--- config.mk ---
export PLATFORM = sky130hd
export DESIGN_NAME = nip_top
export DESIGN_NICKNAME = d
export VERILOG_FILES = /design/src/verilog/nip_pkg.sv /design/src/verilog/nip_top.sv /design/src/verilog/nip_lreq_tx.sv /design/src/verilog/nip_status_rx.sv
export SDC_FILE = /design/constraint.sdc
export NUM_CORES = 1
export LEC_CHECK = 0
export BUFFER_PORTS_ARGS = -buffer_cell sky130_fd_sc_hd__buf_4
export CAP_MARGIN = 20
export CORE_ASPECT_RATIO = 1.2
export CORE_MARGIN = 2
export CORE_UTILIZATION = 30
export CTS_CLUSTER_DIAMETER = 30
export CTS_CLUSTER_SIZE = 28
export DETAILED_ROUTE_END_ITERATION = 7
export PLACE_DENSITY = 0.5
export SLEW_MARGIN = 20
export SYNTH_ARGS = -nofsm -noshare
export SYNTH_HDL_FRONTEND = slang
export SYNTH_HIERARCHICAL = 1
export SYNTH_SLANG_ARGS = --single-unit
--- constraint.sdc ---
create_clock -name core_clk -period 2.2 [get_ports core_clk]
set_input_delay 0.33 -clock core_clk [delete_from_list [all_inputs] [get_ports core_clk]]
set_output_delay 0.33 -clock core_clk [all_outputs]
set_load 0.005 [all_outputs]
--- src/verilog/nip_pkg.sv ---
// package for the node identity and phy register access block
// assumes one core clock; shared by the top and its two helpers
package nip_pkg;

    // register offsets (byte addresses)
    localparam logic [7:0] NIP_OFF_NODE_IDENTITY = 8'he8;
    localparam logic [7:0] NIP_OFF_PHY_REG_ACCESS = 8'hec;

    // node identity layout
    localparam int NIP_NI_VALID_BIT = 31;
    localparam int NIP_NI_ROOT_BIT = 30;
    localparam int NIP_NI_CPS_BIT = 27;
    localparam int NIP_NI_BUS_LSB = 6;
    localparam int NIP_NI_BUS_W = 10;
    localparam int NIP_NI_NODE_W = 6;
    localparam logic [9:0] NIP_BUS_SEG_RESET = 10'h3ff;
    localparam logic [5:0] NIP_NODE_INDEX_RESET = 6'h00;
    localparam logic [5:0] NIP_NODE_INDEX_NONE = 6'h3f;

    // phy register access layout
    localparam int NIP_PA_DONE_BIT = 31;
    localparam int NIP_PA_RADDR_LSB = 24;
    localparam int NIP_PA_RDATA_LSB = 16;
    localparam int NIP_PA_RDREQ_BIT = 15;
    localparam int NIP_PA_WRREQ_BIT = 14;
    localparam int NIP_PA_TADDR_LSB = 8;
    localparam int NIP_PA_WDATA_LSB = 0;

    // phy register 0 holds the physical id, root and cable power bits
    localparam logic [3:0] NIP_PHY_REG_ID = 4'h0;
    localparam int NIP_PHY_ID_LSB = 2;
    localparam int NIP_PHY_ROOT_BIT = 1;
    localparam int NIP_PHY_CPS_BIT = 0;

    // link request line: start bit, 3-bit type, address, data, stop bit
    localparam logic [2:0] NIP_LREQ_READ = 3'h4;
    localparam logic [2:0] NIP_LREQ_WRITE = 3'h5;
    localparam logic [4:0] NIP_LREQ_LEN_READ = 5'h09;
    localparam logic [4:0] NIP_LREQ_LEN_WRITE = 5'h11;

    // status transfer: ctl code and pair count
    localparam logic [1:0] NIP_CTL_STATUS = 2'h1;
    localparam logic [3:0] NIP_STATUS_PAIRS = 4'h8;

    typedef struct packed {
        logic is_write;
        logic [3:0] index;
        logic [7:0] value;
    } nip_phy_req_t;

    typedef struct packed {
        logic [3:0] index;
        logic [7:0] value;
    } nip_phy_xfer_t;

endpackage

--- src/verilog/nip_top.sv ---
// node identity and phy register access registers of the link layer
// assumes a simple register port (one access per cycle) and phy pins
// Notes on behaviour
// RULE1: node id is bus segment then node index
// RULE2: valid clears on bus reset, sets on index
// RULE3: root flag follows phy root report
// RULE4: cable power bit follows phy report
// RULE5: node identity reserved bits read zero
// RULE6: bus segment writable, resets to all ones
// RULE7: node index loaded from phy, not writable
// RULE8: software avoids dma run when index 63
// RULE9: request write clears read-complete flag
// RULE10: any phy register transfer sets read-complete
// RULE11: capture returned register index
// RULE12: capture returned register value
// RULE13: read request bit self-clears once sent
// RULE14: write request bit self-clears once sent
// RULE15: software never sets both request bits
// RULE16: target index selects phy register
// RULE17: write value sent only for writes
// RULE18: phy access reserved bits read zero
// RULE19: requests go out on link request line
// RULE20: index, value and flag update together
`timescale 1ns/1ps
module nip_top
    import nip_pkg::*;
(
    input wire logic core_clk,
    input wire logic nrst,
    input wire logic ce,
    input wire logic [7:0] reg_addr,
    input wire logic reg_wr,
    input wire logic reg_rd,
    input wire logic [31:0] reg_wdata,
    output logic [31:0] reg_rdata,
    input wire logic [1:0] phy_ctl,
    input wire logic [1:0] phy_d,
    output logic phy_lreq,
    output logic [15:0] node_id,
    output logic node_id_valid,
    output logic node_index_none
);
    import nip_pkg::*;

    // node identity state
    logic valid_q;
    logic root_q;
    logic cps_q;
    logic [NIP_NI_BUS_W-1:0] bus_seg_q;
    logic [NIP_NI_NODE_W-1:0] node_idx_q;

    // phy access state
    logic done_q;
    logic [3:0] ret_index_q;
    logic [7:0] ret_value_q;
    logic rd_req_q;
    logic wr_req_q;
    logic [3:0] target_index_q;
    logic [7:0] write_value_q;
    logic launch_q;

    // helper wires
    logic wr_node;
    logic wr_phy;
    logic sw_req;
    logic bus_reset;
    logic xfer_valid;
    nip_phy_xfer_t xfer;
    logic tx_busy;
    logic tx_done;
    logic tx_lreq;
    nip_phy_req_t tx_req;
    logic id_xfer;
    logic [31:0] node_word;
    logic [31:0] phy_word;

    assign wr_node = reg_wr && (reg_addr == NIP_OFF_NODE_IDENTITY);
    assign wr_phy = reg_wr && (reg_addr == NIP_OFF_PHY_REG_ACCESS);
    assign sw_req = wr_phy && (reg_wdata[NIP_PA_RDREQ_BIT] ||
        reg_wdata[NIP_PA_WRREQ_BIT]);
    assign id_xfer = xfer_valid && (xfer.index == NIP_PHY_REG_ID);

    nip_status_rx u_rx (
        .core_clk(core_clk),
        .nrst(nrst),
        .ce(ce),
        .phy_ctl(phy_ctl),
        .phy_d(phy_d),
        .bus_reset(bus_reset),
        .xfer_valid(xfer_valid),
        .xfer(xfer)
    );

    // a read wins if software breaks the one-request-at-a-time contract
    assign tx_req.is_write = wr_req_q && !rd_req_q; // RULE15
    assign tx_req.index = target_index_q; // RULE16
    assign tx_req.value = write_value_q; // RULE17

    nip_lreq_tx u_tx (
        .core_clk(core_clk),
        .nrst(nrst),
        .ce(ce),
        .start(launch_q),
        .req(tx_req),
        .busy(tx_busy),
        .done(tx_done),
        .lreq(tx_lreq)
    );

    // node identity valid flag
    always_ff @(posedge core_clk) begin
        if (!nrst) begin
            valid_q <= 1'b0;
        end else if (ce) begin
            if (bus_reset)
                valid_q <= 1'b0; // RULE2
            else if (id_xfer)
                valid_q <= 1'b1; // RULE2
        end
    end

    // root flag comes from phy register 0
    always_ff @(posedge core_clk) begin
        if (!nrst) begin
            root_q <= 1'b0;
        end else if (ce) begin
            if (id_xfer)
                root_q <= xfer.value[NIP_PHY_ROOT_BIT]; // RULE3
        end
    end

    // cable power only changes on a register 0 transfer
    always_ff @(posedge core_clk) begin
        if (!nrst) begin
            cps_q <= 1'b0;
        end else if (ce) begin
            if (id_xfer)
                cps_q <= xfer.value[NIP_PHY_CPS_BIT]; // RULE4
        end
    end

    // node index has no software path; only the phy loads it
    always_ff @(posedge core_clk) begin
        if (!nrst) begin
            node_idx_q <= NIP_NODE_INDEX_RESET;
        end else if (ce) begin
            if (id_xfer)
                node_idx_q <= xfer.value[7:NIP_PHY_ID_LSB]; // RULE7
        end
    end

    // bus segment number, the only software-written node identity field
    always_ff @(posedge core_clk) begin
        if (!nrst) begin
            bus_seg_q <= NIP_BUS_SEG_RESET; // RULE6
        end else if (ce) begin
            if (wr_node)
                bus_seg_q <= reg_wdata[15:NIP_NI_BUS_LSB]; // RULE6
        end
    end

    // read-complete flag: a transfer in the same cycle beats the clear
    always_ff @(posedge core_clk) begin
        if (!nrst) begin
            done_q <= 1'b0;
        end else if (ce) begin
            if (xfer_valid)
                done_q <= 1'b1; // RULE10
            else if (sw_req)
                done_q <= 1'b0; // RULE9
        end
    end

    // returned index and value load in the cycle the flag sets; a clear leaves them
    always_ff @(posedge core_clk) begin
        if (!nrst) begin
            ret_index_q <= 4'h0;
        end else if (ce) begin
            if (xfer_valid)
                ret_index_q <= xfer.index; // RULE11 RULE20
        end
    end

    always_ff @(posedge core_clk) begin
        if (!nrst) begin
            ret_value_q <= 8'h00;
        end else if (ce) begin
            if (xfer_valid)
                ret_value_q <= xfer.value; // RULE12 RULE20
        end
    end

    // target index and write value are latched at every access write
    always_ff @(posedge core_clk) begin
        if (!nrst) begin
            target_index_q <= 4'h0;
        end else if (ce) begin
            if (wr_phy)
                target_index_q <= reg_wdata[11:NIP_PA_TADDR_LSB];
        end
    end

    always_ff @(posedge core_clk) begin
        if (!nrst) begin
            write_value_q <= 8'h00;
        end else if (ce) begin
            if (wr_phy)
                write_value_q <= reg_wdata[7:NIP_PA_WDATA_LSB];
        end
    end

    // request bits: set by software, cleared when the frame has gone out.
    // a new software set in the same cycle as the end of a frame is kept.
    always_ff @(posedge core_clk) begin
        if (!nrst) begin
            rd_req_q <= 1'b0;
        end else if (ce) begin
            if (wr_phy && reg_wdata[NIP_PA_RDREQ_BIT])
                rd_req_q <= 1'b1;
            else if (tx_done)
                rd_req_q <= 1'b0; // RULE13
        end
    end

    always_ff @(posedge core_clk) begin
        if (!nrst) begin
            wr_req_q <= 1'b0;
        end else if (ce) begin
            if (wr_phy && reg_wdata[NIP_PA_WRREQ_BIT])
                wr_req_q <= 1'b1;
            else if (tx_done)
                wr_req_q <= 1'b0; // RULE14
        end
    end

    // one launch per pending request; the frame's busy holds off the next
    always_ff @(posedge core_clk) begin
        if (!nrst) begin
            launch_q <= 1'b0;
        end else if (ce) begin
            launch_q <= (rd_req_q || wr_req_q) && !tx_busy && !launch_q &&
                !tx_done; // RULE19
        end
    end

    always_comb begin
        node_word = 32'h00000000; // RULE5
        node_word[NIP_NI_VALID_BIT] = valid_q;
        node_word[NIP_NI_ROOT_BIT] = root_q;
        node_word[NIP_NI_CPS_BIT] = cps_q;
        node_word[15:0] = {bus_seg_q, node_idx_q}; // RULE1
    end

    always_comb begin
        phy_word = 32'h00000000; // RULE18
        phy_word[NIP_PA_DONE_BIT] = done_q;
        phy_word[27:NIP_PA_RADDR_LSB] = ret_index_q;
        phy_word[23:NIP_PA_RDATA_LSB] = ret_value_q;
        phy_word[NIP_PA_RDREQ_BIT] = rd_req_q;
        phy_word[NIP_PA_WRREQ_BIT] = wr_req_q;
        phy_word[11:NIP_PA_TADDR_LSB] = target_index_q;
        phy_word[7:NIP_PA_WDATA_LSB] = write_value_q;
    end

    // registered read port; other addresses answer zero
    always_ff @(posedge core_clk) begin
        if (!nrst) begin
            reg_rdata <= 32'h00000000;
        end else if (ce) begin
            if (reg_rd) begin
                unique case (reg_addr)
                    NIP_OFF_NODE_IDENTITY: reg_rdata <= node_word;
                    NIP_OFF_PHY_REG_ACCESS: reg_rdata <= phy_word;
                    default: reg_rdata <= 32'h00000000;
                endcase
            end
        end
    end

    // status outputs registered so they come straight from flops;
    // this costs one cycle of latency on the request line
    always_ff @(posedge core_clk) begin
        if (!nrst) begin
            phy_lreq <= 1'b0;
        end else if (ce) begin
            phy_lreq <= tx_lreq;
        end
    end

    always_ff @(posedge core_clk) begin
        if (!nrst) begin
            node_id <= {NIP_BUS_SEG_RESET, NIP_NODE_INDEX_RESET};
        end else if (ce) begin
            node_id <= {bus_seg_q, node_idx_q}; // RULE1
        end
    end

    always_ff @(posedge core_clk) begin
        if (!nrst) begin
            node_id_valid <= 1'b0;
        end else if (ce) begin
            node_id_valid <= valid_q;
        end
    end

    // software must not run the transmit dma while this is high
    always_ff @(posedge core_clk) begin
        if (!nrst) begin
            node_index_none <= 1'b0;
        end else if (ce) begin
            node_index_none <= (node_idx_q == NIP_NODE_INDEX_NONE); // RULE8
        end
    end
endmodule

--- src/verilog/nip_lreq_tx.sv ---
// serialiser for register read/write requests on the link request line
// assumes start only while busy is low; one bit per core clock
`timescale 1ns/1ps
module nip_lreq_tx
    import nip_pkg::*;
(
    input wire logic core_clk,
    input wire logic nrst,
    input wire logic ce,
    input wire logic start,
    input nip_pkg::nip_phy_req_t req,
    output logic busy,
    output logic done,
    output logic lreq
);
    logic [16:0] shift_q;
    logic [4:0] left_q;

    assign busy = (left_q != 5'h00);

    always_ff @(posedge core_clk) begin
        if (!nrst) begin
            shift_q <= 17'h00000;
            left_q <= 5'h00;
            lreq <= 1'b0;
            done <= 1'b0;
        end else if (ce) begin
            done <= 1'b0;
            if (start && !busy) begin
                // frame sent msb first; a read carries no data byte
                if (req.is_write) begin
                    shift_q <= {1'b1, NIP_LREQ_WRITE, req.index, req.value,
                        1'b0};
                    left_q <= NIP_LREQ_LEN_WRITE;
                end else begin
                    shift_q <= {1'b1, NIP_LREQ_READ, req.index, 1'b0,
                        8'h00};
                    left_q <= NIP_LREQ_LEN_READ;
                end
            end else if (busy) begin
                lreq <= shift_q[16];
                shift_q <= {shift_q[15:0], 1'b0};
                left_q <= left_q - 5'h01;
                done <= (left_q == 5'h01);
            end else begin
                lreq <= 1'b0;
            end
        end
    end
endmodule

--- src/verilog/nip_status_rx.sv ---
// receiver for phy status transfers on ctl/d pins
// assumes the pins are asynchronous; two flops precede any decode
`timescale 1ns/1ps
module nip_status_rx
    import nip_pkg::*;
(
    input wire logic core_clk,
    input wire logic nrst,
    input wire logic ce,
    input wire logic [1:0] phy_ctl,
    input wire logic [1:0] phy_d,
    output logic bus_reset,
    output logic xfer_valid,
    output nip_pkg::nip_phy_xfer_t xfer
);
    logic [3:0] meta_q;
    logic [3:0] sync_q;
    logic [15:0] bits_q;
    logic [3:0] pairs_q;
    logic in_status;

    always_ff @(posedge core_clk) begin
        if (!nrst) begin
            meta_q <= 4'h0;
            sync_q <= 4'h0;
        end else if (ce) begin
            meta_q <= {phy_ctl, phy_d};
            sync_q <= meta_q;
        end
    end

    assign in_status = (sync_q[3:2] == NIP_CTL_STATUS);

    always_ff @(posedge core_clk) begin
        if (!nrst) begin
            bits_q <= 16'h0000;
            pairs_q <= 4'h0;
            bus_reset <= 1'b0;
            xfer_valid <= 1'b0;
            xfer <= '0;
        end else if (ce) begin
            bus_reset <= 1'b0;
            xfer_valid <= 1'b0;
            if (in_status) begin
                // pair k carries status bit 2k on d0 and 2k+1 on d1
                bits_q <= {bits_q[13:0], sync_q[0], sync_q[1]};
                if (pairs_q != 4'hf)
                    pairs_q <= pairs_q + 4'h1;
                bus_reset <= (pairs_q == 4'h1) && sync_q[0];
            end else begin
                pairs_q <= 4'h0;
                // only a full 16-bit status carries a register
                if (pairs_q == NIP_STATUS_PAIRS) begin
                    xfer_valid <= 1'b1;
                    xfer.index <= bits_q[11:8];
                    xfer.value <= bits_q[7:0];
                end
            end
        end
    end
endmodule

==> impl_metrics.py, run 1 <==
metrics = {
    "route": {
        "detail_route.vias_per_cell": 4.70,
        "drtIter0Drc": 326,
        "drt.antenna.violating_nets": 0,
        "wl_um": 16500,
        "drc_markers": 0,
        "route.detailed.wl_per_inst_um": 15.1,
        "vias": 5127,
        "detail_route.first_pass.iterations": 6,
    },
    "placed_design": {
        "gp_routability_congestion": 0.725,
        "numPlacedInstances": 1061,
        "port_buffers": 81,
        "dpl.hpwl_um": 11500,
    },
    "power": {
        "power.static_leakage_nw": 3.04,
        "totalPowerFinal_mw": 7.43,
        "powerDensity_mw_per_mm2": 906,
        "vdd_ir_drop_max_mv": 0.552,
    },
    "setup_path": {
        "rrSetupSlack_ns": 0.35,
        "startpoint": "u_tx/left_q[0]",
        "timing.critical_path.to_type": "flop",
        "cp-endpoint": "u_tx/shift_q[15]",
        "cp.required_ns": 2.52,
        "critical_path.reg2reg.startpoint": "u_tx/left_q[0]",
        "critPathMaxFanout": 11,
        "crit_path_category": "reg2reg",
        "startpoint_type_of_the_worst_setup_path": "flop",
        "reg2regPathDepth": 6,
        "crit_arrival_ns": 2.17,
        "crit-reg2reg-capture": "u_tx/shift_q[15]",
    },
    "global_route": {
        "global_route.usage.met2_pct": 22.8,
        "top_usage_layer": "met2",
        "globalRouteOverflowTotal": 0,
        "gr-usage-all-layers_pct": 14.6,
        "global_route_wire_length_before_repair_um": 27300,
        "grt_pass1_vias": 4951,
        "grt_antenna_before_repair": 0,
        "pin_count_of_the_biggest_net_entering_global_routing": 104,
        "use_met1_pct": 19.8,
        "groute.layer.met3.usage_pct": 3.95,
    },
    "timing": {
        "tightestPinTransition_ns": 0.622,
        "final_hold_viol_count": 0,
        "timing.setup.tns_ns": 0,
        "slew_viol_final": 0,
        "maxClockFrequency_mhz": 540,
        "report.final.setup_viol": 0,
        "setup_repair_after_global_routing_missed_its_margin": "false",
        "final_period_minus_worst_setup_slack_ns": 1.85,
        "finClkSkew_ns": 0.00772,
        "timing.final.crit_share_pct": 84.1,
        "timing.max_slew.rel_slack_pct": 58.4,
    },
    "clock_network": {
        "root_driver": "clkbuf_16",
        "post_cts_hold_buffer_count": 0,
        "post_cts_buffers": 0,
        "post_cts.resized_instances": 0,
        "cts_inserted_buffers": 17,
        "clkSlewWorstSetupHoldPaths_ns": 0.06,
        "tritoncts_num_sinks": 157,
        "htree_num_levels": 4,
        "cts_tree": "yes",
        "cts.path.max_buffers": 2,
        "insertion_delay_ns": 0.43,
    },
    "synth": {
        "postSynthCellCount": 741,
        "netlist_top_cells_count": "nand2_1 (167), dfxtp_1 (157), mux2i_1 (73)",
        "synth_fa_ha_area_share_pct": 1.12,
        "area_share_of_the_largest_cell_type_after_synthesis_pct": 46.9,
        "commonest_register_cell_after_synthesis": "dfxtp_1",
        "yosysMostFrequentCell": "nand2_1",
        "ys_seq_area_share_pct": 46.9,
        "post_synth_xor_area_fraction_pct": 0,
        "synth.ff_latch_count": 157,
        "synth.area.mux_share_pct": 11.4,
        "yosys_warnings": 6,
        "synth_enable_flop_cells": 0,
        "synth_top_cell_by_area": "dfxtp_1",
        "combinational_family_with_the_most_area_after_synthesis": "simple AND/OR/NAND/NOR gates",
        "async_reset_ff_share_pct": 0,
        "synth.cell_area_mm2": 0.00670,
        "synth.avg_cell_area_um2": 9.05,
        "synth-compound-area-share_pct": 12.5,
        "count_of_cell_types_in_the_netlist": 59,
        "post_synthesis_share_of_cell_area_spent_on_and_or_nand_and_nor_gates_pct": 23.5,
        "synth.area.top_cells": "dfxtp_1 (47%), mux2i_1 (11%), nand2_1 (9.4%), a21boi_0 (4.8%), nor2b_1 (4.3%)",
    },
    "floorplanning": {
        "die_h_um": 168,
        "initial_core_utilization_pct": 30.8,
        "floorplan.die_area_mm2": 0.0236,
        "die-width_um": 140,
        "fp.coreArea_mm2": 0.0218,
        "floorplan.rows": 59,
        "design.portCount": 100,
    },
    "layout": {
        "finalNetCount": 861,
        "diodes_inserted": 0,
        "layout_cells_sized_above_1_pct": 18.3,
        "fillCellCount": 2247,
        "area.growth.synth_to_final_pct": 22.4,
        "fin_cells": 1092,
    },
    "hold_path": {
        "hp-class": "in2reg",
    },
    "run_status": {
        "status": "finished clean",
    },
    "run": {
        "max_cap_violations": 0,
    },
}
[flip-flops by register name, summed over array words and instances (netlist names), 5 cells and up]
| name | cells |
|---|---|
| bus_seg_q | 10 |
| node_id | 16 |
| node_idx_q | 6 |
| reg_rdata | 30 |
| ret_value_q | 8 |
| u_rx/bits_q | 12 |
| u_rx/xfer | 12 |
| u_tx/left_q | 5 |
| u_tx/shift_q | 16 |
| write_value_q | 8 |
[metrics by stage]
stage / worst slack [ns] / utilization (%) / cell area (µm²) / hold WS (ns)
after global placement: 0.312 / 34.8 / 7570 / 0.437
after CTS: 0.335 / 37.7 / 8210 / 0.138
after floorplan: 0.592 / - / 6710 / 0.438
after detailed placement: 0.310 / 34.8 / 7570 / 0.443
after global routing: 0.133 / 37.7 / 8210 / 0.146
final: 0.349 / 37.7 / 8210 / 0.151
[cells in the final DEF, fill, tap and decap left out, types with 3 or more instances in the layout]
cell and count:
mux2_2 3, buf_12 3, o22ai_1 3, a21boi_1 11
o21ai_0 35, and2_1 3, nor2_1 6, nor3_1 5
nand4_1 10, a21oi_1 17, or4_1 11, bufinv_16 4
inv_1 6, nand3_1 32, ha_1 6, clkbuf_16 17
buf_4 98, nand3b_1 5, clkbuf_8 3, and3_1 4
nor2b_1 46, a21boi_0 43, nand2_1 167, dfxtp_1 157
mux2i_1 73
[metal layers]
metal | vias up | wire length [µm] | share of wire [%]
li1 | 2669 | - | -
met1 | 2360 | 8060 | 49
met2 | 79 | 7630 | 46
met3 | 19 | 586 | 3.6
met4 | 0 | 226 | 1.4
met5 | - | 0 | 0
[critical path: stages, from the launching register on]
cell and delay [ns]:
dfxtp_1 0.33, inv_1 0.10, ha_1 0.17, nor4b_4 0.39, inv_2 0.13, o21a_1 0.33, o221a_1 0.29
[layout make-up]
class                   instances  area, µm²  share of cell area, %
well taps                     274        343                   4.18
inverters                       7       26.3                  0.320
clock inverters                10        163                   1.98
flip-flops and latches        157       3140                   38.3
multi-input cells             522       3270                   39.8
clock buffers                  21        470                   5.73
repair buffers                101        796                   9.70
[power breakdown]
part           switching (mW)  internal, mW  total, mW
clock network            1.19          1.98       3.17
registers               0.109          3.00       3.11
logic                   0.666         0.491       1.16
[worst min-delay path by stage]
stage / start / end / slack (ns) / depth (start not counted)
after floorplan: u_rx/bits_q[11] / u_rx/xfer[11] / 0.44 / 2
after global placement: reg_rdata[2] / reg_rdata[2] / 0.44 / 2
after detailed placement: reg_rdata[21] / reg_rdata[21] / 0.44 / 2
after CTS: reg_wdata[15] / rd_req_q / 0.14 / 2
after global routing: phy_ctl[1] / u_rx/meta_q[3] / 0.15 / 3
final: reg_wdata[15] / rd_req_q / 0.15 / 2
[cells by family after synthesis]
family,after synthesis
AO/OA/AOI/OAI,127
other,1
buffers and inverters,63
adder cells (fa/ha/maj),6
multiplexers,76
AND/OR/NAND/NOR,311
flip-flops,157
Note: power is estimated with default switching activity, not from simulation.
==> inputs of run 2 (changes only) <==
--- a/config.mk
+++ b/config.mk
@@ -13,7 +13,7 @@
 export CTS_CLUSTER_DIAMETER = 30
 export CTS_CLUSTER_SIZE = 28
 export DETAILED_ROUTE_END_ITERATION = 7
-export PLACE_DENSITY = 0.5
+export PLACE_DENSITY = 0.52
 export SLEW_MARGIN = 20
 export SYNTH_ARGS = -nofsm -noshare
 export SYNTH_HDL_FRONTEND = slang
==> constraint.sdc (replaced) <==
create_clock -name core_clk -period 1.7 [get_ports core_clk]
set_input_delay 0.255 -clock core_clk [delete_from_list [all_inputs] [get_ports core_clk]]
set_output_delay 0.255 -clock core_clk [all_outputs]
set_load 0.005 [all_outputs]
==> impl_metrics.py, run 2 (same netlist as run 1, synthesis figures left out) <==
metrics = {
    "run_status": {
        "status": "finished clean",
    },
    "setup_path": {
        "timing.critical_path.to_type": "flop",
        "reg2regPathDepth": 10,
        "cp.required_ns": 2.01,
        "crit_arrival_ns": 1.88,
        "rrSetupSlack_ns": 0.13,
        "crit-reg2reg-capture": "u_tx/shift_q[1]",
        "startpoint_type_of_the_worst_setup_path": "flop",
        "critical_path.reg2reg.startpoint": "u_tx/left_q[1]",
        "crit_path_category": "reg2reg",
        "critical-path-top-cell-by-count": "buf_4",
        "critPathMaxFanout": 5,
        "crit_path_max_incr_delay_ns": 0.33,
        "cp_cell_sequence": "inv_2 > ha_4 > nor4b_4 > buf_4 > inv_2 > o21ai_2 > buf_4 > buf_4 > a22oi_1 > nor2b_1",
        "crit_slowest_cell": "dfxtp_2",
    },
    "route": {
        "wl_um": 16600,
        "vias": 5184,
        "detail_route.first_pass.iterations": 4,
        "drc_markers": 0,
        "route.detailed.wl_per_inst_um": 14.9,
        "detail_route.vias_per_cell": 4.65,
        "drt.antenna.violating_nets": 0,
        "drtIter0Drc": 294,
    },
    "layout": {
        "layout_cells_sized_above_1_pct": 21.3,
        "finalNetCount": 883,
        "postLayoutCellArea_mm2": 0.00839,
        "core_util_final_pct": 38.5,
        "largest_register": "reg_rdata",
        "area.growth.synth_to_final_pct": 25.2,
        "largest_register_ff_count": 30,
        "layout.cells.most_common": "nand2_1",
        "fin_cells": 1114,
        "layout_common_cells": "nand2_1 (167), dfxtp_1 (155), buf_4 (114)",
        "layout_top_registers": "reg_rdata: 30 flops, node_id: 16 flops, u_tx/shift_q: 16 flops",
        "diodes_inserted": 0,
    },
    "clock_network": {
        "insertion_delay_ns": 0.42,
        "cts_inserted_buffers": 17,
        "root_driver": "clkbuf_16",
        "htree_num_levels": 4,
        "tritoncts_num_sinks": 157,
        "cts_tree": "yes",
        "clkSlewWorstSetupHoldPaths_ns": 0.06,
        "cts.path.max_buffers": 2,
        "post_cts_hold_buffer_count": 0,
    },
    "power": {
        "power_frac_comb_pct": 20.8,
        "totalPowerFinal_mw": 9.86,
        "sequentialPowerShare_pct": 40.7,
        "internal_power_mw": 7.24,
        "powerDensity_mw_per_mm2": 1180,
        "switching_pwr_mw": 2.62,
        "power.static_leakage_nw": 3.14,
        "p_clk_share_pct": 38.5,
        "vdd_ir_drop_max_mv": 0.690,
        "switching_share_pct": 26.6,
    },
    "global_route": {
        "global_route_wire_length_before_repair_um": 26900,
        "pin_count_of_the_biggest_net_entering_global_routing": 72,
        "grt_antenna_before_repair": 0,
        "globalRouteOverflowTotal": 0,
        "grt_pass1_vias": 5028,
        "gr-usage-all-layers_pct": 14.3,
    },
    "placed_design": {
        "port_buffers": 81,
        "gp_routability_congestion": 0.747,
        "dpl.hpwl_um": 11900,
        "placement.cell_area_mm2": 0.00774,
        "numPlacedInstances": 1080,
    },
    "timing": {
        "maxClockFrequency_mhz": 636,
        "report.final.setup_viol": 0,
        "timing.final.crit_share_pct": 92.4,
        "final_hold_viol_count": 0,
        "setup_repair_after_global_routing_missed_its_margin": "false",
        "final_period_minus_worst_setup_slack_ns": 1.57,
        "finClkSkew_ns": 0.0109,
        "slew_viol_final": 0,
    },
    "hold_path": {
        "hp-start": "phy_d[0]",
        "hp-class": "in2reg",
        "hold-path-cell-count": 3,
        "hold_end": "u_rx/meta_q[0]",
    },
    "floorplanning": {
        "floorplan.rows": 59,
        "die-width_um": 140,
        "initial_core_utilization_pct": 30.8,
        "floorplan.die_area_mm2": 0.0236,
        "design.portCount": 100,
        "fp.coreArea_mm2": 0.0218,
        "die_h_um": 168,
    },
    "run": {
        "max_cap_violations": 0,
    },
}
## run 2: changes by cell type in the layout (fill, tap and decap cells not counted), sizes merged
cell	change
buf	+22
bufinv	-1
clkbuf	-1
clkinv	+1
clkinvlp	+1
## run 2: timing repair
action	4_1_cts	5_1_grt
pin swaps	2	8
gates resized for setup	5	11
endpoints found under the setup margin	14	22
buffers inserted	2	1
## run 2: metal layers
metal  vias to the layer above  global-route usage (%)  share of wire [%]
li1                       2719                       -                  -
met1                      2381                    18.4                 47
met2                        69                    24.0                 49
met3                        15                    2.60                2.9
met4                         0                    5.48                1.4
met5                         -                       0                  0
## run 2: worst max path at each step
stage / end / depth (start not counted) / from / slack, ns
final: u_tx/shift_q[1] / 10 / u_tx/left_q[1] / 0.13
after floorplan: u_tx/shift_q[15] / 7 / u_tx/left_q[0] / 0.09
after global placement: u_tx/shift_q[15] / 6 / u_tx/left_q[0] / 0.02
after global routing: u_tx/shift_q[4] / 10 / u_tx/left_q[0] / 0.04
after detailed placement: u_tx/shift_q[16] / 6 / u_tx/left_q[0] / -0.02
after CTS: u_tx/shift_q[6] / 9 / u_tx/left_q[0] / 0.01
## run 2: cell type report
class	count	area, µm²
Tap cell	274	343
Multi-Input combinational cell	522	3300
Clock inverter	11	145
Fill cell	2218	13400
Sequential cell	157	3150
Clock buffer	20	437
Timing Repair Buffer	123	1000
Inverter	7	26.3
## run 2: power by group through the flow
stage | Clock [mW] | Combinational (mW) | Sequential, mW
floorplan | 0 | 1.11 | 4.06
global placement | 0 | 1.77 | 4.08
detailed placement | 0 | 1.79 | 4.08
CTS | 3.90 | 1.91 | 4.00
global route | 4.04 | 2.28 | 4.04
finish | 3.80 | 2.05 | 4.01
## run 2: metrics by stage
| step | hold slack [ns] | setup TNS (ns) | worst slack, ns |
|---|---|---|---|
| 6_report | 0.0857 | 0 | 0.129 |
| 5_1_grt | 0.0903 | 0 | 0.0432 |
| 4_1_cts | 0.0732 | 0 | 0.00956 |
| 3_5_place_dp | 0.444 | -0.0559 | -0.0233 |
| 3_3_place_gp | 0.441 | 0 | 0.0188 |
| 2_1_floorplan | 0.397 | 0 | 0.0920 |
## run 2: critical path: cells and delay by family, from the launching register on
kind	cells	cell delay [ns]
AOI/OAI and AO/OA	2	0.24
adders and majority gates	1	0.15
buffers and inverters	5	0.55
DFF	1	0.33
and+or+nand+nor	2	0.18
==> inputs of run 3 (changes only) <==
--- a/config.mk
+++ b/config.mk
@@ -7,13 +7,16 @@
 export LEC_CHECK = 0
 export BUFFER_PORTS_ARGS = -buffer_cell sky130_fd_sc_hd__buf_4
 export CAP_MARGIN = 20
+export CELL_PAD_IN_SITES_DETAIL_PLACEMENT = 0
+export CELL_PAD_IN_SITES_GLOBAL_PLACEMENT = 1
 export CORE_ASPECT_RATIO = 1.2
 export CORE_MARGIN = 2
 export CORE_UTILIZATION = 30
+export CTS_BUF_LIST = sky130_fd_sc_hd__clkbuf_4 sky130_fd_sc_hd__clkbuf_8
 export CTS_CLUSTER_DIAMETER = 30
 export CTS_CLUSTER_SIZE = 28
 export DETAILED_ROUTE_END_ITERATION = 7
-export PLACE_DENSITY = 0.52
+export PLACE_DENSITY = 0.64
 export SLEW_MARGIN = 20
 export SYNTH_ARGS = -nofsm -noshare
 export SYNTH_HDL_FRONTEND = slang
==> impl_metrics.py, run 3 (same netlist as run 1, synthesis figures left out) <==
metrics = {
    "timing": {
        "final_period_minus_worst_setup_slack_ns": 1.65,
        "setup_repair_after_global_routing_missed_its_margin": "true",
        "maxClockFrequency_mhz": 607,
        "slew_viol_final": 0,
        "report.final.setup_viol": 0,
        "final_hold_viol_count": 0,
        "timing.final.crit_share_pct": 96.8,
        "finClkSkew_ns": 0.0127,
        "fin_hold_ws_ns": 0.0498,
    },
    "placed_design": {
        "port_buffers": 81,
        "gp_routability_congestion": 0.734,
        "dpl.hpwl_um": 12200,
    },
    "power": {
        "power.static_leakage_nw": 3.06,
        "switching_share_pct": 29.1,
        "totalPowerFinal_mw": 8.78,
        "power_frac_comb_pct": 23.4,
        "internal_power_mw": 6.22,
        "p_clk_share_pct": 30.9,
        "powerDensity_mw_per_mm2": 1070,
        "switching_pwr_mw": 2.56,
        "vdd_ir_drop_max_mv": 0.433,
        "sequentialPowerShare_pct": 45.6,
    },
    "layout": {
        "layout_cells_sized_above_1_pct": 22.1,
        "layout_common_cells": "nand2_1 (165), dfxtp_1 (156), buf_4 (112)",
        "sequential_cell_area_mm2": 0.00314,
        "fillCellCount": 2229,
        "largest_register": "reg_rdata",
        "finalNetCount": 881,
        "diodes_inserted": 0,
        "layout_top_registers": "reg_rdata: 30 flops, node_id: 16 flops, u_tx/shift_q: 16 flops",
        "area.growth.synth_to_final_pct": 22.4,
        "largest_register_ff_count": 30,
        "multi_input_comb_area_mm2": 0.00332,
        "layout.cells.most_common": "nand2_1",
    },
    "route": {
        "detail_route.vias_per_cell": 4.70,
        "drt.antenna.violating_nets": 0,
        "route.detailed.wl_per_inst_um": 15.2,
        "drc_markers": 0,
        "wl_um": 16900,
        "detail_route.first_pass.iterations": 4,
        "vias": 5231,
        "drtIter0Drc": 293,
    },
    "floorplanning": {
        "floorplan.rows": 59,
        "die-width_um": 140,
        "floorplan.die_area_mm2": 0.0236,
        "design.portCount": 100,
        "die_h_um": 168,
        "fp.coreArea_mm2": 0.0218,
        "initial_core_utilization_pct": 30.8,
    },
    "clock_network": {
        "insertion_delay_ns": 0.45,
        "cts.path.max_buffers": 2,
        "root_driver": "clkbuf_8",
        "clkSlewWorstSetupHoldPaths_ns": 0.09,
        "tritoncts_num_sinks": 157,
        "cts_tree": "yes",
        "htree_num_levels": 4,
        "cts_inserted_buffers": 17,
    },
    "hold_path": {
        "hold_end": "write_value_q[4]",
        "hp-start": "reg_wdata[4]",
        "hold-path-cell-count": 3,
        "hp-class": "in2reg",
    },
    "setup_path": {
        "crit_path_category": "reg2reg",
        "crit-reg2reg-capture": "u_tx/left_q[0]",
        "critPathMaxFanout": 5,
        "timing.critical_path.to_type": "flop",
        "startpoint_type_of_the_worst_setup_path": "flop",
        "critical_path.reg2reg.startpoint": "u_tx/left_q[1]",
        "rrSetupSlack_ns": 0.05,
        "cp.required_ns": 2.05,
        "reg2regPathDepth": 9,
        "crit_arrival_ns": 2.00,
    },
    "global_route": {
        "globalRouteOverflowTotal": 0,
        "pin_count_of_the_biggest_net_entering_global_routing": 68,
        "global_route_wire_length_before_repair_um": 27400,
        "grt_pass1_vias": 4990,
        "gr-usage-all-layers_pct": 14.7,
        "grt_antenna_before_repair": 0,
    },
    "run": {
        "max_cap_violations": 0,
    },
    "run_status": {
        "status": "finished clean",
    },
}
==> run 3: cell count changes in the layout (fill, tap and decap cells not counted), sizes merged <==
| cell | delta |
|---|---|
| buf | -2 |
| clkinv | +3 |
| clkinvlp | -1 |
| bufinv | -1 |
| clkbuf | -1 |
==> run 3: critical path, stage by stage (launching register included) <==
cell     delay [ns]
dfxtp_1        0.33
inv_2          0.07
ha_4           0.13
nor4b_4        0.29
inv_2          0.10
buf_6          0.14
o21ai_4        0.16
buf_6          0.15
nand2_2        0.05
and3_1         0.14
==> run 3: cell type report <==
| class | count | share of cell area [%] |
|---|---|---|
| Clock inverter | 12 | 1.49 |
| Multi-Input combinational cell | 522 | 40.5 |
| Inverter | 7 | 0.320 |
| Clock buffer | 19 | 3.11 |
| Tap cell | 274 | 4.18 |
| Sequential cell | 157 | 38.3 |
| Timing Repair Buffer | 121 | 12.1 |
==> run 3: per-layer routing <==
metal  GRT usage, %  part of all wire [%]  wire length, µm  vias up
met1           19.2                    49             8210     2449
met5              0                     0                0        -
met4           4.96                   1.1              189        0
met2           24.1                    48             8040       61
met3           3.17                   2.6              443       12
li1               -                     -                -     2709
==> run 3: power groups by stage <==
stage	logic, mW	clock network [mW]	registers (mW)
floorplan	1.11	0	4.06
CTS	1.83	2.82	4.00
finish	2.06	2.72	4.01
global placement	1.82	0	4.08
detailed placement	1.82	0	4.08
global route	2.29	2.98	4.03
==> run 3: through the flow <==
stage	instance area, µm²	cells	setup WS (ns)	utilization [%]	TNS, ns
2_1_floorplan	6710	742	0.0920	-	0
3_3_place_gp	7760	1081	0.0388	35.6	0
3_5_place_dp	7760	1081	0.0364	35.6	0
4_1_cts	8140	1112	0.0156	37.4	0
5_1_grt	8210	1112	-0.0369	37.7	-0.116
6_report	8210	1112	0.0538	37.7	0
==> run 3: timing repair <==
action                     4_1_cts  5_1_grt
hold endpoints to repair         0        0
hold buffers                     0        0
resized for setup                0       23
setup endpoints to repair        0       22
buffers inserted                 0        0
==> run 3: how the worst max path moves through the flow <==
stage,from,to,cells after the start
floorplan,u_tx/left_q[0],u_tx/shift_q[15],7
global placement,reg_addr[1],reg_rdata[16],4
detailed placement,reg_addr[1],reg_rdata[16],4
CTS,u_tx/left_q[0],u_tx/shift_q[15],6
global route,u_tx/left_q[0],u_tx/shift_q[14],9
finish,u_tx/left_q[1],u_tx/left_q[0],9
